===== src/cpm_map.vh =====
// constants for the pulse output and real-time monitor block
`ifndef CPM_MAP_VH
`define CPM_MAP_VH

// ----------------------------------------------------------------
// clocks and timing
// ----------------------------------------------------------------
`define CPM_SYS_HZ 200000000
`define CPM_SLOW_HZ 32768
`define CPM_FRAME_SLOW_CYCLES 13
`define CPM_ENGINE_CLK_NS 203
`define CPM_SLOTS_PER_FRAME 8
`define CPM_RELEASE_CYCLES ((`CPM_SYS_HZ / `CPM_SLOW_HZ) * `CPM_FRAME_SLOW_CYCLES / `CPM_SLOTS_PER_FRAME)
`define CPM_FRAME_CNT_LAST 4'hc

// ----------------------------------------------------------------
// sign fifo
// ----------------------------------------------------------------
`define CPM_FIFO_DEPTH 8
`define CPM_FIFO_AW 3
`define CPM_FIFO_FULL_CNT 4'h8
`define CPM_FIFO_REAL 0
`define CPM_FIFO_REACT 1

// ----------------------------------------------------------------
// pulse channel indices
// ----------------------------------------------------------------
`define CPM_CH_REACT 0
`define CPM_CH_REAL 1
`define CPM_CH_AUX1 2
`define CPM_CH_AUX2 3
`define CPM_NUM_PULSES 4

// ----------------------------------------------------------------
// monitor word framing
// ----------------------------------------------------------------
`define CPM_WORD_W 32
`define CPM_WORD_SLOTS 6'h23
`define CPM_BIT_LAST 6'h22
`define CPM_FLAG_SLOT 6'h00
`define CPM_DATA_LAST_SLOT 6'h20
`define CPM_WORD_LAST 2'h3

`endif


===== src/cpm_pulse_out.v =====
// pulse generator outputs and real-time monitor of the compute engine
//
// Summary of operation
// RULE_01: four independent pulse outputs are provided
// RULE_02: each pulse may raise a processor interrupt
// RULE_03: one polarity bit sets all pulse levels
// RULE_04: aux pulses go to shared io six, seven
// RULE_05: aux pulses update at most once per pass
// RULE_06: real and reactive pulses follow energy signs
// RULE_07: each pass stores sign bits in eight-entry fifo
// RULE_08: buffered signs leave at a fixed interval
// RULE_09: firmware configures outputs matching engine program
// RULE_10: aux pulses carry zero crossing and sag
// RULE_11: monitor samples four words at sample rate
// RULE_12: monitor streams four words at pass start
// RULE_13: enable bit turns monitor output on, off
// RULE_14: monitor bits shift on test clock edges
// RULE_15: each word is 35 slots with flag
// RULE_16: multiplexer frame lasts 13 slow clock cycles
// RULE_17: one sign per sub-interval, emptying before refill
// RULE_18: words msb first after flag, in order
`timescale 1ns/10ps
`include "cpm_map.vh"
module cpm_pulse_out #(
  parameter RELEASE_CYCLES = `CPM_RELEASE_CYCLES
) (
  // clock, reset, enable
  input wire I_SYS_CLK,
  input wire I_RSTN,
  input wire I_CE,
  // engine pass and exported signs
  input wire I_PASS_START,
  input wire I_SIGN_STROBE,
  input wire I_REAL_SIGN,
  input wire I_REACT_SIGN,
  input wire I_AUX_STROBE,
  input wire I_AUX_FIRST,
  input wire I_AUX_SECOND,
  // configuration
  input wire I_PULSE_POLARITY_INVERT,
  input wire [3:0] I_IRQ_ENABLE,
  input wire I_MONITOR_ENABLE,
  // monitored shared ram words
  input wire I_MON_SAMPLE,
  input wire [31:0] I_MON_WORD0,
  input wire [31:0] I_MON_WORD1,
  input wire [31:0] I_MON_WORD2,
  input wire [31:0] I_MON_WORD3,
  // external clocks on pins
  input wire I_SLOW_32K_CLOCK,
  input wire I_TEST_CLOCK,
  // pulse pins and interrupts
  output reg O_REACTIVE_ENERGY_PULSE,
  output reg O_REAL_ENERGY_PULSE,
  output reg O_LCD_SHARED_IO_6,
  output reg O_LCD_SHARED_IO_7,
  output reg [3:0] O_PULSE_IRQ,
  // monitor pin
  output wire O_TEST_MUX_OUT_PIN,
  output wire O_MONITOR_BUSY
);

localparam [31:0] RELEASE_SPAN = RELEASE_CYCLES - 1;
localparam [15:0] RELEASE_LAST = RELEASE_SPAN[15:0];

// pin level for an active flag; default polarity is active low
function pin_level;
  input active;
  input invert;
  begin
    pin_level = invert ? active : ~active; // RULE_03
  end
endfunction

// ----------------------------------------------------------------
// pin synchronisers and edge detection
// ----------------------------------------------------------------
reg [2:0] slow_sync;
reg [2:0] test_sync;
wire slow_rise = slow_sync[1] & ~slow_sync[2];
wire test_rise = test_sync[1] & ~test_sync[2];

always @(posedge I_SYS_CLK or negedge I_RSTN) begin
  if (!I_RSTN) begin
    slow_sync <= 3'h0;
    test_sync <= 3'h0;
  end else if (I_CE) begin
    slow_sync <= {slow_sync[1:0], I_SLOW_32K_CLOCK};
    test_sync <= {test_sync[1:0], I_TEST_CLOCK};
  end
end

// ----------------------------------------------------------------
// multiplexer frame and release slots
// ----------------------------------------------------------------
reg [3:0] frame_cnt;
reg [15:0] slot_timer;
reg release_tick;
wire frame_start = slow_rise && frame_cnt == `CPM_FRAME_CNT_LAST;

always @(posedge I_SYS_CLK or negedge I_RSTN) begin
  if (!I_RSTN) begin
    frame_cnt <= 4'h0;
    slot_timer <= 16'h0;
    release_tick <= 1'b0;
  end else if (I_CE) begin
    if (slow_rise) begin
      frame_cnt <= (frame_cnt == `CPM_FRAME_CNT_LAST) ? 4'h0 : frame_cnt + 4'h1; // RULE_16
    end
    // slots are realigned to every frame so the fixed interval never drifts
    if (frame_start || slot_timer == RELEASE_LAST) begin
      slot_timer <= 16'h0; // RULE_08
    end else begin
      slot_timer <= slot_timer + 16'h1;
    end
    release_tick <= frame_start || slot_timer == RELEASE_LAST; // RULE_17
  end
end

// ----------------------------------------------------------------
// sign fifo for real and reactive pulses
// ----------------------------------------------------------------
reg [1:0] fifo_mem [0:`CPM_FIFO_DEPTH-1];
reg [2:0] wr_ptr;
reg [2:0] rd_ptr;
reg [3:0] fifo_cnt;
wire fifo_full = fifo_cnt == `CPM_FIFO_FULL_CNT;
wire fifo_empty = fifo_cnt == 4'h0;
// a push while full is dropped: the engine overran its own pacing
wire push = I_SIGN_STROBE && !fifo_full;
wire pop = release_tick && !fifo_empty;

always @(posedge I_SYS_CLK) begin
  if (I_CE && push) begin
    fifo_mem[wr_ptr] <= {I_REACT_SIGN, I_REAL_SIGN}; // RULE_07
  end
end

always @(posedge I_SYS_CLK or negedge I_RSTN) begin
  if (!I_RSTN) begin
    wr_ptr <= 3'h0;
    rd_ptr <= 3'h0;
    fifo_cnt <= 4'h0;
  end else if (I_CE) begin
    if (push) begin
      wr_ptr <= wr_ptr + 3'h1;
    end
    if (pop) begin
      rd_ptr <= rd_ptr + 3'h1;
    end
    case ({push, pop})
      2'b10: fifo_cnt <= fifo_cnt + 4'h1;
      2'b01: fifo_cnt <= fifo_cnt - 4'h1;
      default: fifo_cnt <= fifo_cnt;
    endcase
  end
end

// ----------------------------------------------------------------
// pulse flags
// ----------------------------------------------------------------
reg [3:0] pulse_active;
reg aux_done;
wire [1:0] head = fifo_mem[rd_ptr];

always @(posedge I_SYS_CLK or negedge I_RSTN) begin
  if (!I_RSTN) begin
    pulse_active <= 4'h0;
    aux_done <= 1'b0;
  end else if (I_CE) begin
    if (pop) begin
      pulse_active[`CPM_CH_REAL] <= head[`CPM_FIFO_REAL]; // RULE_06
      pulse_active[`CPM_CH_REACT] <= head[`CPM_FIFO_REACT]; // RULE_06
    end
    // an update in the pass-start cycle belongs to the new pass
    if (I_AUX_STROBE && (!aux_done || I_PASS_START)) begin
      pulse_active[`CPM_CH_AUX1] <= I_AUX_FIRST; // RULE_10
      pulse_active[`CPM_CH_AUX2] <= I_AUX_SECOND; // RULE_10
      aux_done <= 1'b1; // RULE_05
    end else if (I_PASS_START) begin
      aux_done <= 1'b0; // RULE_05
    end
  end
end

// ----------------------------------------------------------------
// pin drivers and interrupt requests
// ----------------------------------------------------------------
reg [3:0] active_dly;

always @(posedge I_SYS_CLK or negedge I_RSTN) begin
  if (!I_RSTN) begin
    O_REACTIVE_ENERGY_PULSE <= 1'b1;
    O_REAL_ENERGY_PULSE <= 1'b1;
    O_LCD_SHARED_IO_6 <= 1'b1;
    O_LCD_SHARED_IO_7 <= 1'b1;
    active_dly <= 4'h0;
  end else if (I_CE) begin
    O_REACTIVE_ENERGY_PULSE <= pin_level(pulse_active[`CPM_CH_REACT],
                                         I_PULSE_POLARITY_INVERT); // RULE_01
    O_REAL_ENERGY_PULSE <= pin_level(pulse_active[`CPM_CH_REAL], I_PULSE_POLARITY_INVERT);
    O_LCD_SHARED_IO_6 <= pin_level(pulse_active[`CPM_CH_AUX1], I_PULSE_POLARITY_INVERT); // RULE_04
    O_LCD_SHARED_IO_7 <= pin_level(pulse_active[`CPM_CH_AUX2], I_PULSE_POLARITY_INVERT); // RULE_04
    active_dly <= pulse_active;
  end
end

genvar g;
generate
  for (g = 0; g < `CPM_NUM_PULSES; g = g + 1) begin : gen_irq
    always @(posedge I_SYS_CLK or negedge I_RSTN) begin
      if (!I_RSTN) begin
        O_PULSE_IRQ[g] <= 1'b0;
      end else if (I_CE) begin
        O_PULSE_IRQ[g] <= I_IRQ_ENABLE[g] && pulse_active[g] && !active_dly[g]; // RULE_02
      end
    end
  end
endgenerate

// ----------------------------------------------------------------
// real-time monitor
// ----------------------------------------------------------------
reg [31:0] mon_snap0;
reg [31:0] mon_snap1;
reg [31:0] mon_snap2;
reg [31:0] mon_snap3;
reg mon_busy_q;

// the snapshot freezes while a stream runs so words are not torn
always @(posedge I_SYS_CLK or negedge I_RSTN) begin
  if (!I_RSTN) begin
    mon_snap0 <= 32'h0;
    mon_snap1 <= 32'h0;
    mon_snap2 <= 32'h0;
    mon_snap3 <= 32'h0;
  end else if (I_CE && I_MON_SAMPLE && !mon_busy_q && !I_PASS_START) begin
    mon_snap0 <= I_MON_WORD0; // RULE_11
    mon_snap1 <= I_MON_WORD1;
    mon_snap2 <= I_MON_WORD2;
    mon_snap3 <= I_MON_WORD3;
  end
end

always @(posedge I_SYS_CLK or negedge I_RSTN) begin
  if (!I_RSTN) begin
    mon_busy_q <= 1'b0;
  end else if (I_CE) begin
    mon_busy_q <= O_MONITOR_BUSY || I_PASS_START;
  end
end

cpm_mon_shift u_mon_shift (
  .i_clk(I_SYS_CLK),
  .i_rstn(I_RSTN),
  .i_ce(I_CE),
  .i_enable(I_MONITOR_ENABLE), // RULE_13
  .i_start(I_PASS_START), // RULE_12
  .i_bit_tick(test_rise), // RULE_14
  .i_word0(mon_snap0),
  .i_word1(mon_snap1),
  .i_word2(mon_snap2),
  .i_word3(mon_snap3),
  .o_serial(O_TEST_MUX_OUT_PIN),
  .o_busy(O_MONITOR_BUSY)
);

endmodule


===== src/cpm_rtm_shift.v =====
// serializer for the four monitored words on the test mux pin
`timescale 1ns/10ps
module cpm_mon_shift (
  // clock, reset, enable
  input wire i_clk,
  input wire i_rstn,
  input wire i_ce,
  // control
  input wire i_enable,
  input wire i_start,
  input wire i_bit_tick,
  // snapshot of the monitored words
  input wire [31:0] i_word0,
  input wire [31:0] i_word1,
  input wire [31:0] i_word2,
  input wire [31:0] i_word3,
  // serial output
  output reg o_serial,
  output reg o_busy
);

reg [1:0] word_idx;
reg [5:0] slot;
reg [31:0] shreg;
reg [31:0] next_word;

always @* begin
  case (word_idx)
    2'h0: next_word = i_word0;
    2'h1: next_word = i_word1;
    2'h2: next_word = i_word2;
    default: next_word = i_word3;
  endcase
end

// ----------------------------------------------------------------
// shifter: flag, then 32 bits msb first, then idle to fill the word
// ----------------------------------------------------------------
always @(posedge i_clk or negedge i_rstn) begin
  if (!i_rstn) begin
    word_idx <= 2'h0;
    slot <= 6'h00;
    shreg <= 32'h0;
    o_serial <= 1'b0;
    o_busy <= 1'b0;
  end else if (i_ce) begin
    if (!i_enable) begin
      // disabling aborts a stream in progress and parks the pin low
      o_busy <= 1'b0; // RULE_13
      o_serial <= 1'b0;
    end else if (i_start && !o_busy) begin
      o_busy <= 1'b1; // RULE_12
      word_idx <= 2'h0;
      slot <= `CPM_FLAG_SLOT;
      shreg <= i_word0; // RULE_18
    end else if (o_busy && i_bit_tick) begin // RULE_14
      if (slot == `CPM_FLAG_SLOT) begin
        o_serial <= 1'b1; // RULE_15
      end else if (slot <= `CPM_DATA_LAST_SLOT) begin
        o_serial <= shreg[31]; // RULE_18
        shreg <= {shreg[30:0], 1'b0};
      end else begin
        o_serial <= 1'b0;
      end
      if (slot == `CPM_BIT_LAST) begin // RULE_15
        slot <= `CPM_FLAG_SLOT;
        if (word_idx == `CPM_WORD_LAST) begin
          o_busy <= 1'b0;
        end else begin
          word_idx <= word_idx + 2'h1; // RULE_18
        end
      end else begin
        slot <= slot + 6'h01;
      end
    end else if (o_busy && slot == `CPM_FLAG_SLOT) begin
      shreg <= next_word;
    end else if (!o_busy) begin
      o_serial <= 1'b0;
    end
  end
end

endmodule


===== config.mk =====
export PLATFORM = sky130hd
export DESIGN_NAME = cpm_pulse_out
export DESIGN_NICKNAME = d
export VERILOG_FILES = /design/src/cpm_pulse_out.v /design/src/cpm_rtm_shift.v
export VERILOG_INCLUDE_DIRS = /design/src
export SDC_FILE = /design/constraint.sdc
export NUM_CORES = 1
export LEC_CHECK = 0
export ABC_AREA = 1
export BUFFER_PORTS_ARGS = -buffer_cell sky130_fd_sc_hd__buf_2
export CORE_MARGIN = 2
export CORE_UTILIZATION = 45
export CTS_CLUSTER_DIAMETER = 30
export DETAILED_ROUTE_END_ITERATION = 10
export HOLD_SLACK_MARGIN = 0.02
export PLACE_DENSITY_LB_ADDON = 0.1
export SLEW_MARGIN = 0
export SYNTH_ARGS = -nofsm -noshare
export SYNTH_HDL_FRONTEND = slang
export SYNTH_SLANG_ARGS = --single-unit

===== constraint.sdc =====
create_clock -name I_SYS_CLK -period 4 [get_ports I_SYS_CLK]
set_clock_uncertainty 0.15 [all_clocks]
set_input_delay 0.4 -clock I_SYS_CLK [delete_from_list [all_inputs] [get_ports I_SYS_CLK]]
set_output_delay 0.4 -clock I_SYS_CLK [all_outputs]
set_load 0.01 [all_outputs]

==> flow_summary.toml, run 1 <==
[power_and_ir_drop]
p_total_w = 0.0107
peakVddDrop_uv = 629
p_leak_nw = 8.09
powerDensity_mw_per_mm2 = 660

[detailed_routing]
remaining_drc_errors = 0
drt_wl_total_microns = 30100
drt_iter0_drc = 499
via_per_inst = 4.87
vias = 10100
drt-pass1-iter-count = 4
ant_nets = 0
avgRoutedWirePerCell_microns = 14.5

[logic_synthesis]
synthCells = 1400
async_reset_ff_frac = 0.934
synth.distinct_cells = 38
synth_edf_count = 16
yosysWarningCount = 0
netlist_top_cells_count = "nand2_1 (424), dfrtp_1 (221), inv_1 (141)"
yosysTopAreaCellShare = 0.464
yosysMostFrequentCell = "nand2_1"
ys.flop_type = "dfrtp_1"
ys_seq_elements = 241
yosys.area.top_type = "dfrtp_1"
syn-cell-area_sq_mm = 0.0119
ys_seq_area_frac = 0.514
synth_area_leaders = "dfrtp_1 (46%), nand2_1 (13%), mux2_2 (8.2%), inv_1 (4.4%), nor2_1 (4.2%)"
avgSynthCellArea_sq_um = 8.50
synth.net_count = 1563

[sta]
setup_viol = 0
tns_ps = 0
drv_slew = 0
rsz0062_at_grt = "false"
fin_crit_sh = 0.698
worst_slack_ps = 1210
hold_violations = 0
tightestPinTransition_ps = 897
layout_min_cycle_time_ps = 2790
relSlewSlack = 0.401
fmax_mhz = 358

[floorplan]
die_w_microns = 167
row_count = 59
dieArea_sq_mm = 0.0278
initial_core_util = 0.458
core_area_sq_mm = 0.0260
ios = 157
die-height_microns = 167

[setup_path]
slowest_stage = "dfrtp_1"
reg2reg_depth = 8
crit_path_max_incr_delay_ps = 490
start_kind = "register"
worstPathRequired_ps = 4270
critPathMaxFanout = 33
crit_arrival_ps = 3060
crit_type = "reg2reg"
reg2reg_from = "u_mon_shift.o_busy"
r2r_end = "u_mon_shift.shreg[31]"
r2r_setup_slack_ps = 1210
worstPathCellList = "nand3_2, nand2_1, nand2_2, o21ai_4, buf_4, nand2_2, nand2_1, nand2_1"
cpMostUsedCell = "nand2_1"
setup.worst_path.end_class = "register"
crit_family = "simple AND/OR/NAND/NOR gates"
worst-path-buf-inv = 1

[clock_tree]
cts_sinks = 241
cts.htree.levels = 2
clockBufferDepth = 3
clk_pin_slew_ps = 50
post_cts_resized = 0
insertion_delay_ps = 540
postCtsSetupRepairBufs = 0
cts_tree = "done"
numCtsBuffers = 51
clockRootBuffer = "clkbuf_16"

[worst_hold_path]
holdPathStages = 3
hp-class = "in2reg"
min_from = "I_SIGN_STROBE"
min_to = "wr_ptr[2]"

[status]
status = "completed"

[place]
place_ws_ps = 1200
port_buffers = 156
placed_area_sq_mm = 0.0130
place.gp.congestion = 0.807
dp_hpwl_microns = 18500

[global_route]
grt_pass1_wl_microns = 50400
antenna_found_initial = 1
grt_usage = 0.219
gr-total-overflow = 0
grt_pass1_vias = 10300
grt_max_degree = 110

[cells_and_area]
register_area_sq_mm = 0.00612
area_growth_pct = 35.6
nNetsFinal = 1865
fin_area_sq_mm = 0.0161
fillers = 2259
drive_gt1_frac = 0.209
multi_input_area_sq_mm = 0.00494

[job]
maxCapViolCount = 0
## power breakdown
part | leakage, nW | internal [W] | total, W | switching [W]
Combinational | 4.38 | 0.00115 | 0.00269 | 0.00154
Clock | 0.869 | 0.00286 | 0.00421 | 0.00134
Sequential | 2.85 | 0.00325 | 0.00377 | 0.000518
Total | 8.09 | 0.00726 | 0.0107 | 0.00340
## area by class of cell
class,instances,share of cell area
diodes,1,0.000155
flip-flops and latches,241,0.379
clock buffers,68,0.0924
repair buffers,314,0.146
well taps,335,0.0260
clock inverters,27,0.0170
inverters,144,0.0335
multi-input cells,950,0.306
## sequential cells by signal, indices dropped and copies added (netlist names), 6 cells and up
register and flops:
fifo_mem 16, mon_snap0 32, mon_snap1 32, mon_snap2 32, mon_snap3 32, slot_timer 16, u_mon_shift.shreg 32, u_mon_shift.slot 6
## routing by layer
| metal | global-route usage | routed length (microns) | up-vias |
|---|---|---|---|
| li1 | - | - | 5082 |
| met1 | 0.286 | 13700 | 4755 |
| met2 | 0.375 | 14400 | 249 |
| met3 | 0.0380 | 1410 | 46 |
| met4 | 0.0630 | 606 | 0 |
| met5 | 0 | 0 | - |
## through the flow
stage | std cells | hold WS [ps] | util
floorplan | 1400 | -45.6 | -
global placement | 1844 | 287 | 0.499
detailed placement | 1844 | 292 | 0.499
CTS | 2079 | 30.3 | 0.621
global route | 2080 | 72.7 | 0.621
finish | 2080 | 57.1 | 0.621
## what timing repair did
action | in CTS | in global routing
setup endpoints to repair | 0 | 0
hold buffers | 140 | 0
endpoints found under the hold margin | 258 | 0
## layout by cell type, fill, tap and decap left out, drive strengths merged, types with 11 or more instances in the layout
cell	count
nor2	133
dlygate4sd3	140
ha	16
nand2	427
edfxtp	16
mux2	99
a21oi	37
nor3	11
o21ai	94
clkinv	18
xor2	13
buf	174
clkbuf	68
nand3	98
dfrtp	221
inv	144
## worst reg2reg max path, stage by stage (launching register included)
cell and delay (ps):
dfrtp_1 490, nand3_2 440, nand2_1 260, nand2_2 130, o21ai_4 70, buf_4 370, nand2_2 500, nand2_1 200
nand2_1 80
## how the worst max path moves through the flow
stage / start / endpoint / slack (ps) / cells past startpoint
finish: u_mon_shift.o_busy / u_mon_shift.shreg[31] / 1210 / 8
global route: u_mon_shift.o_busy / u_mon_shift.shreg[21] / 910 / 8
CTS: u_mon_shift.o_busy / u_mon_shift.shreg[31] / 1190 / 8
detailed placement: u_mon_shift.o_busy / u_mon_shift.shreg[31] / 1200 / 8
global placement: u_mon_shift.o_busy / u_mon_shift.shreg[5] / 1310 / 8
floorplan: fifo_cnt[0] / fifo_cnt[2] / 2090 / 12
## cells by family (layout without fill, tap and decap cells)
group | Yosys count | count (layout) | share of synthesized area
simple gates | 675 | 675 | 0.227
other cells | 0 | 1 | 0
xor+xnor | 16 | 16 | 0.0118
fa+ha+maj | 16 | 16 | 0.0168
buf+inv | 209 | 553 | 0.0739
compound gates | 144 | 144 | 0.0634
flops | 241 | 241 | 0.514
mux | 99 | 99 | 0.0936
Note: power is estimated with default switching activity, not from simulation.
==> inputs of run 2 (changes only) <==
==> constraint.sdc (replaced) <==
create_clock -name I_SYS_CLK -period 2.8 [get_ports I_SYS_CLK]
set_clock_uncertainty 0.15 [all_clocks]
set_input_delay 0.28 -clock I_SYS_CLK [delete_from_list [all_inputs] [get_ports I_SYS_CLK]]
set_output_delay 0.28 -clock I_SYS_CLK [all_outputs]
set_load 0.01 [all_outputs]
==> run 2 against run 1 <==
Routed wire length down 0.63%. Flip-flop and latch count unchanged. Worst setup slack worse by 690 ps. Clock power up 62%. Clock-buffer cell count down 1. Critical path depth down 1. Largest power group unchanged. Utilization up 1.5 points. Critical path type is now in2reg. Register-to-register slack worse by 570 ps.
==> flow_summary.toml, run 2 (synthesis results as in run 1) <==
[clock_tree]
cts.htree.levels = 2
clockRootBuffer = "clkbuf_16"
cts_sinks = 241
postCtsSetupRepairBufs = 0
clockBufferDepth = 3
cts_tree = "done"
clk_pin_slew_ps = 50
numCtsBuffers = 57
insertion_delay_ps = 550

[setup_path]
slowest_stage = "dlygate4sd3_1"
crit_path_max_incr_delay_ps = 560
worstPathRequired_ps = 3060
crit_family = "buffers and inverters"
worst-path-buf-inv = 4
crit_arrival_ps = 2550
setup.worst_path.end_class = "register"
critPathMaxFanout = 13
worstPathCellList = "dlygate4sd3_1, buf_2, inv_1, a21oi_1, nand2_1, mux2_2, dlygate4sd3_1"
cpMostUsedCell = "dlygate4sd3_1"
start_kind = "primary input"
crit_type = "in2reg"

[detailed_routing]
avgRoutedWirePerCell_microns = 14.2
drt_wl_total_microns = 29900
via_per_inst = 4.88
remaining_drc_errors = 0
drt_iter0_drc = 548
drt-pass1-iter-count = 5
vias = 10200
ant_nets = 0

[floorplan]
row_count = 59
core_area_sq_mm = 0.0260
dieArea_sq_mm = 0.0278
initial_core_util = 0.458
die_w_microns = 167
ios = 157
die-height_microns = 167

[cells_and_area]
final_common_cell = "nand2_1"
area_growth_pct = 38.9
nNetsFinal = 1882
diodes = 0
fin_cells = 2102
layout_common_cells = "nand2_1 (423), dfrtp_1 (221), buf_2 (155)"
drive_gt1_frac = 0.216

[sta]
setup_viol = 0
worst_slack_ps = 516
tightestPinTransition_ps = 641
tns_ps = 0
drv_slew = 0
rsz0062_at_grt = "false"
fmax_mhz = 438
hold_violations = 0
relSlewSlack = 0.571
layout_min_cycle_time_ps = 2280
fin_crit_sh = 0.816

[power_and_ir_drop]
peakVddDrop_uv = 642
p_leak_nw = 8.24
powerDensity_mw_per_mm2 = 970
p_total_w = 0.0160

[global_route]
busiest_layer = "met2"
grt_pass1_wl_microns = 50500
grt_max_degree = 114
gr-total-overflow = 0
antenna_found_initial = 0
grt_usage = 0.219
grt_pass1_vias = 10400
globalRouteMet3Util = 0.0373
grtUsageMet1 = 0.287
gr-usage-met2 = 0.369

[job]
maxCapViolCount = 0

[worst_hold_path]
hp-class = "in2async"

[place]
placed_cells = 1846
dp_hpwl_microns = 18300
place.gp.congestion = 0.817
place_ws_ps = 640
port_buffers = 156

[status]
status = "completed"
run 2: cell count changes in the layout (fill, tap and decap cells not counted), sizes merged:
cell and change:
clkbuf -1, dlygate4sd3 +9, clkinvlp +8, bufinv +4
clkinv +1, diode -1, buf +2
run 2: what timing repair did:
action                    CTS  global route
hold buffers              149             0
hold endpoints to repair  384             0
gates resized for setup     0             0
run 2: per-stage QoR:
step                      hold slack (ps)  cell area [sq um]   util
after floorplan                      -166              11900      -
after global placement               96.0              13000  0.501
after detailed placement             95.7              13000  0.501
after CTS                             110              16500  0.637
after global routing                  154              16500  0.637
final                                 108              16500  0.637
run 2: routing by layer:
layer,vias up,share of wire
li1,5117,-
met1,4812,0.45
met2,249,0.48
met3,71,0.045
met4,0,0.029
met5,-,0
run 2: where the power goes:
| part | total, W | internal (W) | switching, W | leakage [nW] |
|---|---|---|---|---|
| Sequential | 0.00537 | 0.00464 | 0.000730 | 2.85 |
| Combinational | 0.00386 | 0.00168 | 0.00218 | 4.43 |
| Clock | 0.00681 | 0.00472 | 0.00210 | 0.964 |
| Total | 0.0160 | 0.0110 | 0.00501 | 8.24 |
run 2: final cells by class:
class	instances	area [sq um]
Timing Repair Buffer	325	2490
Multi-Input combinational cell	950	4940
Tap cell	335	419
Clock buffer	67	1570
Fill cell	2232	9450
Inverter	144	541
Clock inverter	40	464
Sequential cell	241	6120
run 2: worst paths after layout:
| check | slack (ps) | cells after the start | from | endpoint |
|---|---|---|---|---|
| setup / recovery | 520 | 7 | I_CE | pulse_active[2] |
| hold reg to reg | 290 | 1 | active_dly[1] | O_PULSE_IRQ[1] |
| max in group asynchronous | 1680 | 3 | I_RSTN | mon_snap3[26] |
| hold / removal | 110 | 2 | I_RSTN | mon_snap2[14] |
| setup reg to reg | 640 | 8 | u_mon_shift.o_busy | u_mon_shift.shreg[6] |
| min in group I_SYS_CLK | 290 | 5 | I_MON_SAMPLE | mon_snap3[18] |
run 2: worst register-to-register path, delay by kind of cell, from the launching register on:
kind,cells,cell delay [ps]
simple gates,6,1120
flops,1,470
buf+inv,1,280
compound gates,1,80
==> inputs of run 3 (changes only) <==
==> constraint.sdc (replaced) <==
create_clock -name I_SYS_CLK -period 2.3 [get_ports I_SYS_CLK]
set_clock_uncertainty 0.15 [all_clocks]
set_input_delay 0.23 -clock I_SYS_CLK [delete_from_list [all_inputs] [get_ports I_SYS_CLK]]
set_output_delay 0.23 -clock I_SYS_CLK [all_outputs]
set_load 0.01 [all_outputs]
==> run 3 against run 2 <==
Via count down 0.24%. Combinational power increased by 24%. Largest cell class unchanged. Global-route usage grew 0.29 points. Non-clock buffer count increased by 8. Flip-flop and latch count unchanged. Register-to-register slack lost 420 ps. First-iteration DRC count fell by 7.5%. Highest routed layer unchanged.
==> flow_summary.toml, run 3 (synthesis results as in run 1) <==
[status]
status = "completed"

[worst_hold_path]
holdPathStages = 3
min_to = "mon_snap3[18]"
hp-class = "in2reg"
min_from = "I_MON_SAMPLE"

[clock_tree]
post_cts_resized = 0
clockBufferDepth = 3
clk_pin_slew_ps = 50
clockRootBuffer = "clkbuf_16"
cts_sinks = 241
numCtsBuffers = 54
cts.htree.levels = 2
insertion_delay_ps = 540
cts_tree = "done"

[sta]
fmax_mhz = 480
fin_crit_sh = 0.905
tightestPinTransition_ps = 644
hold_violations = 0
drv_slew = 0
rsz0062_at_grt = "false"
setup_viol = 0
tns_ps = 0
layout_min_cycle_time_ps = 2080
relSlewSlack = 0.569

[detailed_routing]
drt_wl_total_microns = 30600
ant_nets = 0
vias = 10200
remaining_drc_errors = 0
avgRoutedWirePerCell_microns = 14.6
drt_iter0_drc = 507
drt-pass1-iter-count = 5
via_per_inst = 4.86

[job]
maxCapViolCount = 0

[cells_and_area]
drive_gt1_frac = 0.210
area_growth_pct = 38.8
layout_common_cells = "nand2_1 (423), dfrtp_1 (221), buf_2 (155)"
fin_cells = 2102
nNetsFinal = 1887
final_common_cell = "nand2_1"
diodes = 0

[global_route]
antenna_found_initial = 0
grt_max_degree = 62
grt_usage = 0.222
gr-total-overflow = 0
grt_pass1_vias = 10400
grt_pass1_wl_microns = 50800

[setup_path]
crit_family = "simple AND/OR/NAND/NOR gates"
start_kind = "register"
crit_path_max_incr_delay_ps = 420
r2r_setup_slack_ps = 220
worst-path-buf-inv = 2
reg2reg_depth = 12
worstPathRequired_ps = 2610
crit_arrival_ps = 2390
r2r_end = "fifo_cnt[2]"
critPathMaxFanout = 5
worstPathCellList = "nor2_1, nand3_1, nand2_1, inv_1, ha_1, nand2_1, inv_1, nor2_1, ha_1, a21oi_1, xor2_1, o21ai_0"
slowest_stage = "dfrtp_1"
crit_type = "reg2reg"
setup.worst_path.end_class = "register"
reg2reg_from = "fifo_cnt[0]"

[place]
dp_hpwl_microns = 18300
place.gp.congestion = 0.822
placed_cells = 1852
port_buffers = 156

[power_and_ir_drop]
powerDensity_mw_per_mm2 = 1170
peakVddDrop_uv = 824
p_leak_nw = 8.25

[floorplan]
die-height_microns = 167
initial_core_util = 0.458
row_count = 59
die_w_microns = 167
ios = 157
core_area_sq_mm = 0.0260
dieArea_sq_mm = 0.0278
-- run 3: cell types whose count changed in the layout (fill, tap and decap cells not counted), moves of 2 or more --
cell	delta
clkbuf_1	+8
clkinv_4	-5
buf_4	+2
clkbuf_16	-3
clkinvlp_4	-8
buf_12	+4
dlygate4sd3_1	+2
-- run 3: stage by stage --
step | cell area, sq um | power (W) | worst slack, ps | hold WS, ps | utilization
floorplan | 11900 | 0.00977 | 392 | -216 | -
global placement | 13100 | 0.0110 | 309 | 45.2 | 0.505
detailed placement | 13100 | 0.0111 | 210 | 47.8 | 0.505
CTS | 16500 | 0.0194 | 231 | 25.8 | 0.636
global route | 16500 | 0.0206 | 48.9 | 70.4 | 0.636
finish | 16500 | 0.0193 | 217 | 47.3 | 0.636
-- run 3: layer usage --
metal | vias up | global-route usage | routed length, microns
met5 | - | 0 | 0
met2 | 233 | 0.371 | 14500
met4 | 0 | 0.0750 | 800
met3 | 64 | 0.0375 | 1270
met1 | 4807 | 0.294 | 14100
li1 | 5120 | - | -
-- run 3: layout make-up --
class / instances / area (sq um)
fill: 2165 / 9460
timing repair buffer: 333 / 2610
sequential: 241 / 6120
multi-input combinational: 950 / 4940
tap: 335 / 419
inverter: 144 / 541
clock inverter: 27 / 384
clock buffer: 72 / 1520
-- run 3: how the worst max path moves through the flow --
stage | start | to | slack, ps | cells past startpoint
floorplan | fifo_cnt[0] | fifo_cnt[2] | 390 | 12
global placement | fifo_cnt[0] | fifo_cnt[2] | 310 | 12
detailed placement | fifo_cnt[0] | fifo_cnt[2] | 210 | 12
CTS | fifo_cnt[0] | fifo_cnt[2] | 230 | 12
global route | fifo_cnt[0] | fifo_cnt[2] | 50 | 12
finish | fifo_cnt[0] | fifo_cnt[2] | 220 | 12
-- run 3: worst reg2reg max path, cell delays in order (launching register included) --
cell	delay, ps
dfrtp_1	420
nor2_1	160
nand3_1	80
nand2_1	80
inv_1	60
ha_1	240
nand2_1	100
inv_1	40
nor2_1	160
ha_1	180
a21oi_1	40
xor2_1	160
o21ai_0	140
-- run 3: power by group --
| group | total [W] | switching [W] | internal (W) |
|---|---|---|---|
| combinational | 0.00480 | 0.00270 | 0.00210 |
| sequential | 0.00655 | 0.000895 | 0.00565 |
| clock | 0.00793 | 0.00233 | 0.00560 |
-- run 3: what timing repair did --
action                    4_1_cts  5_1_grt
hold endpoints to repair      385        0
hold buffers                  151        0
setup buffers                   0        0
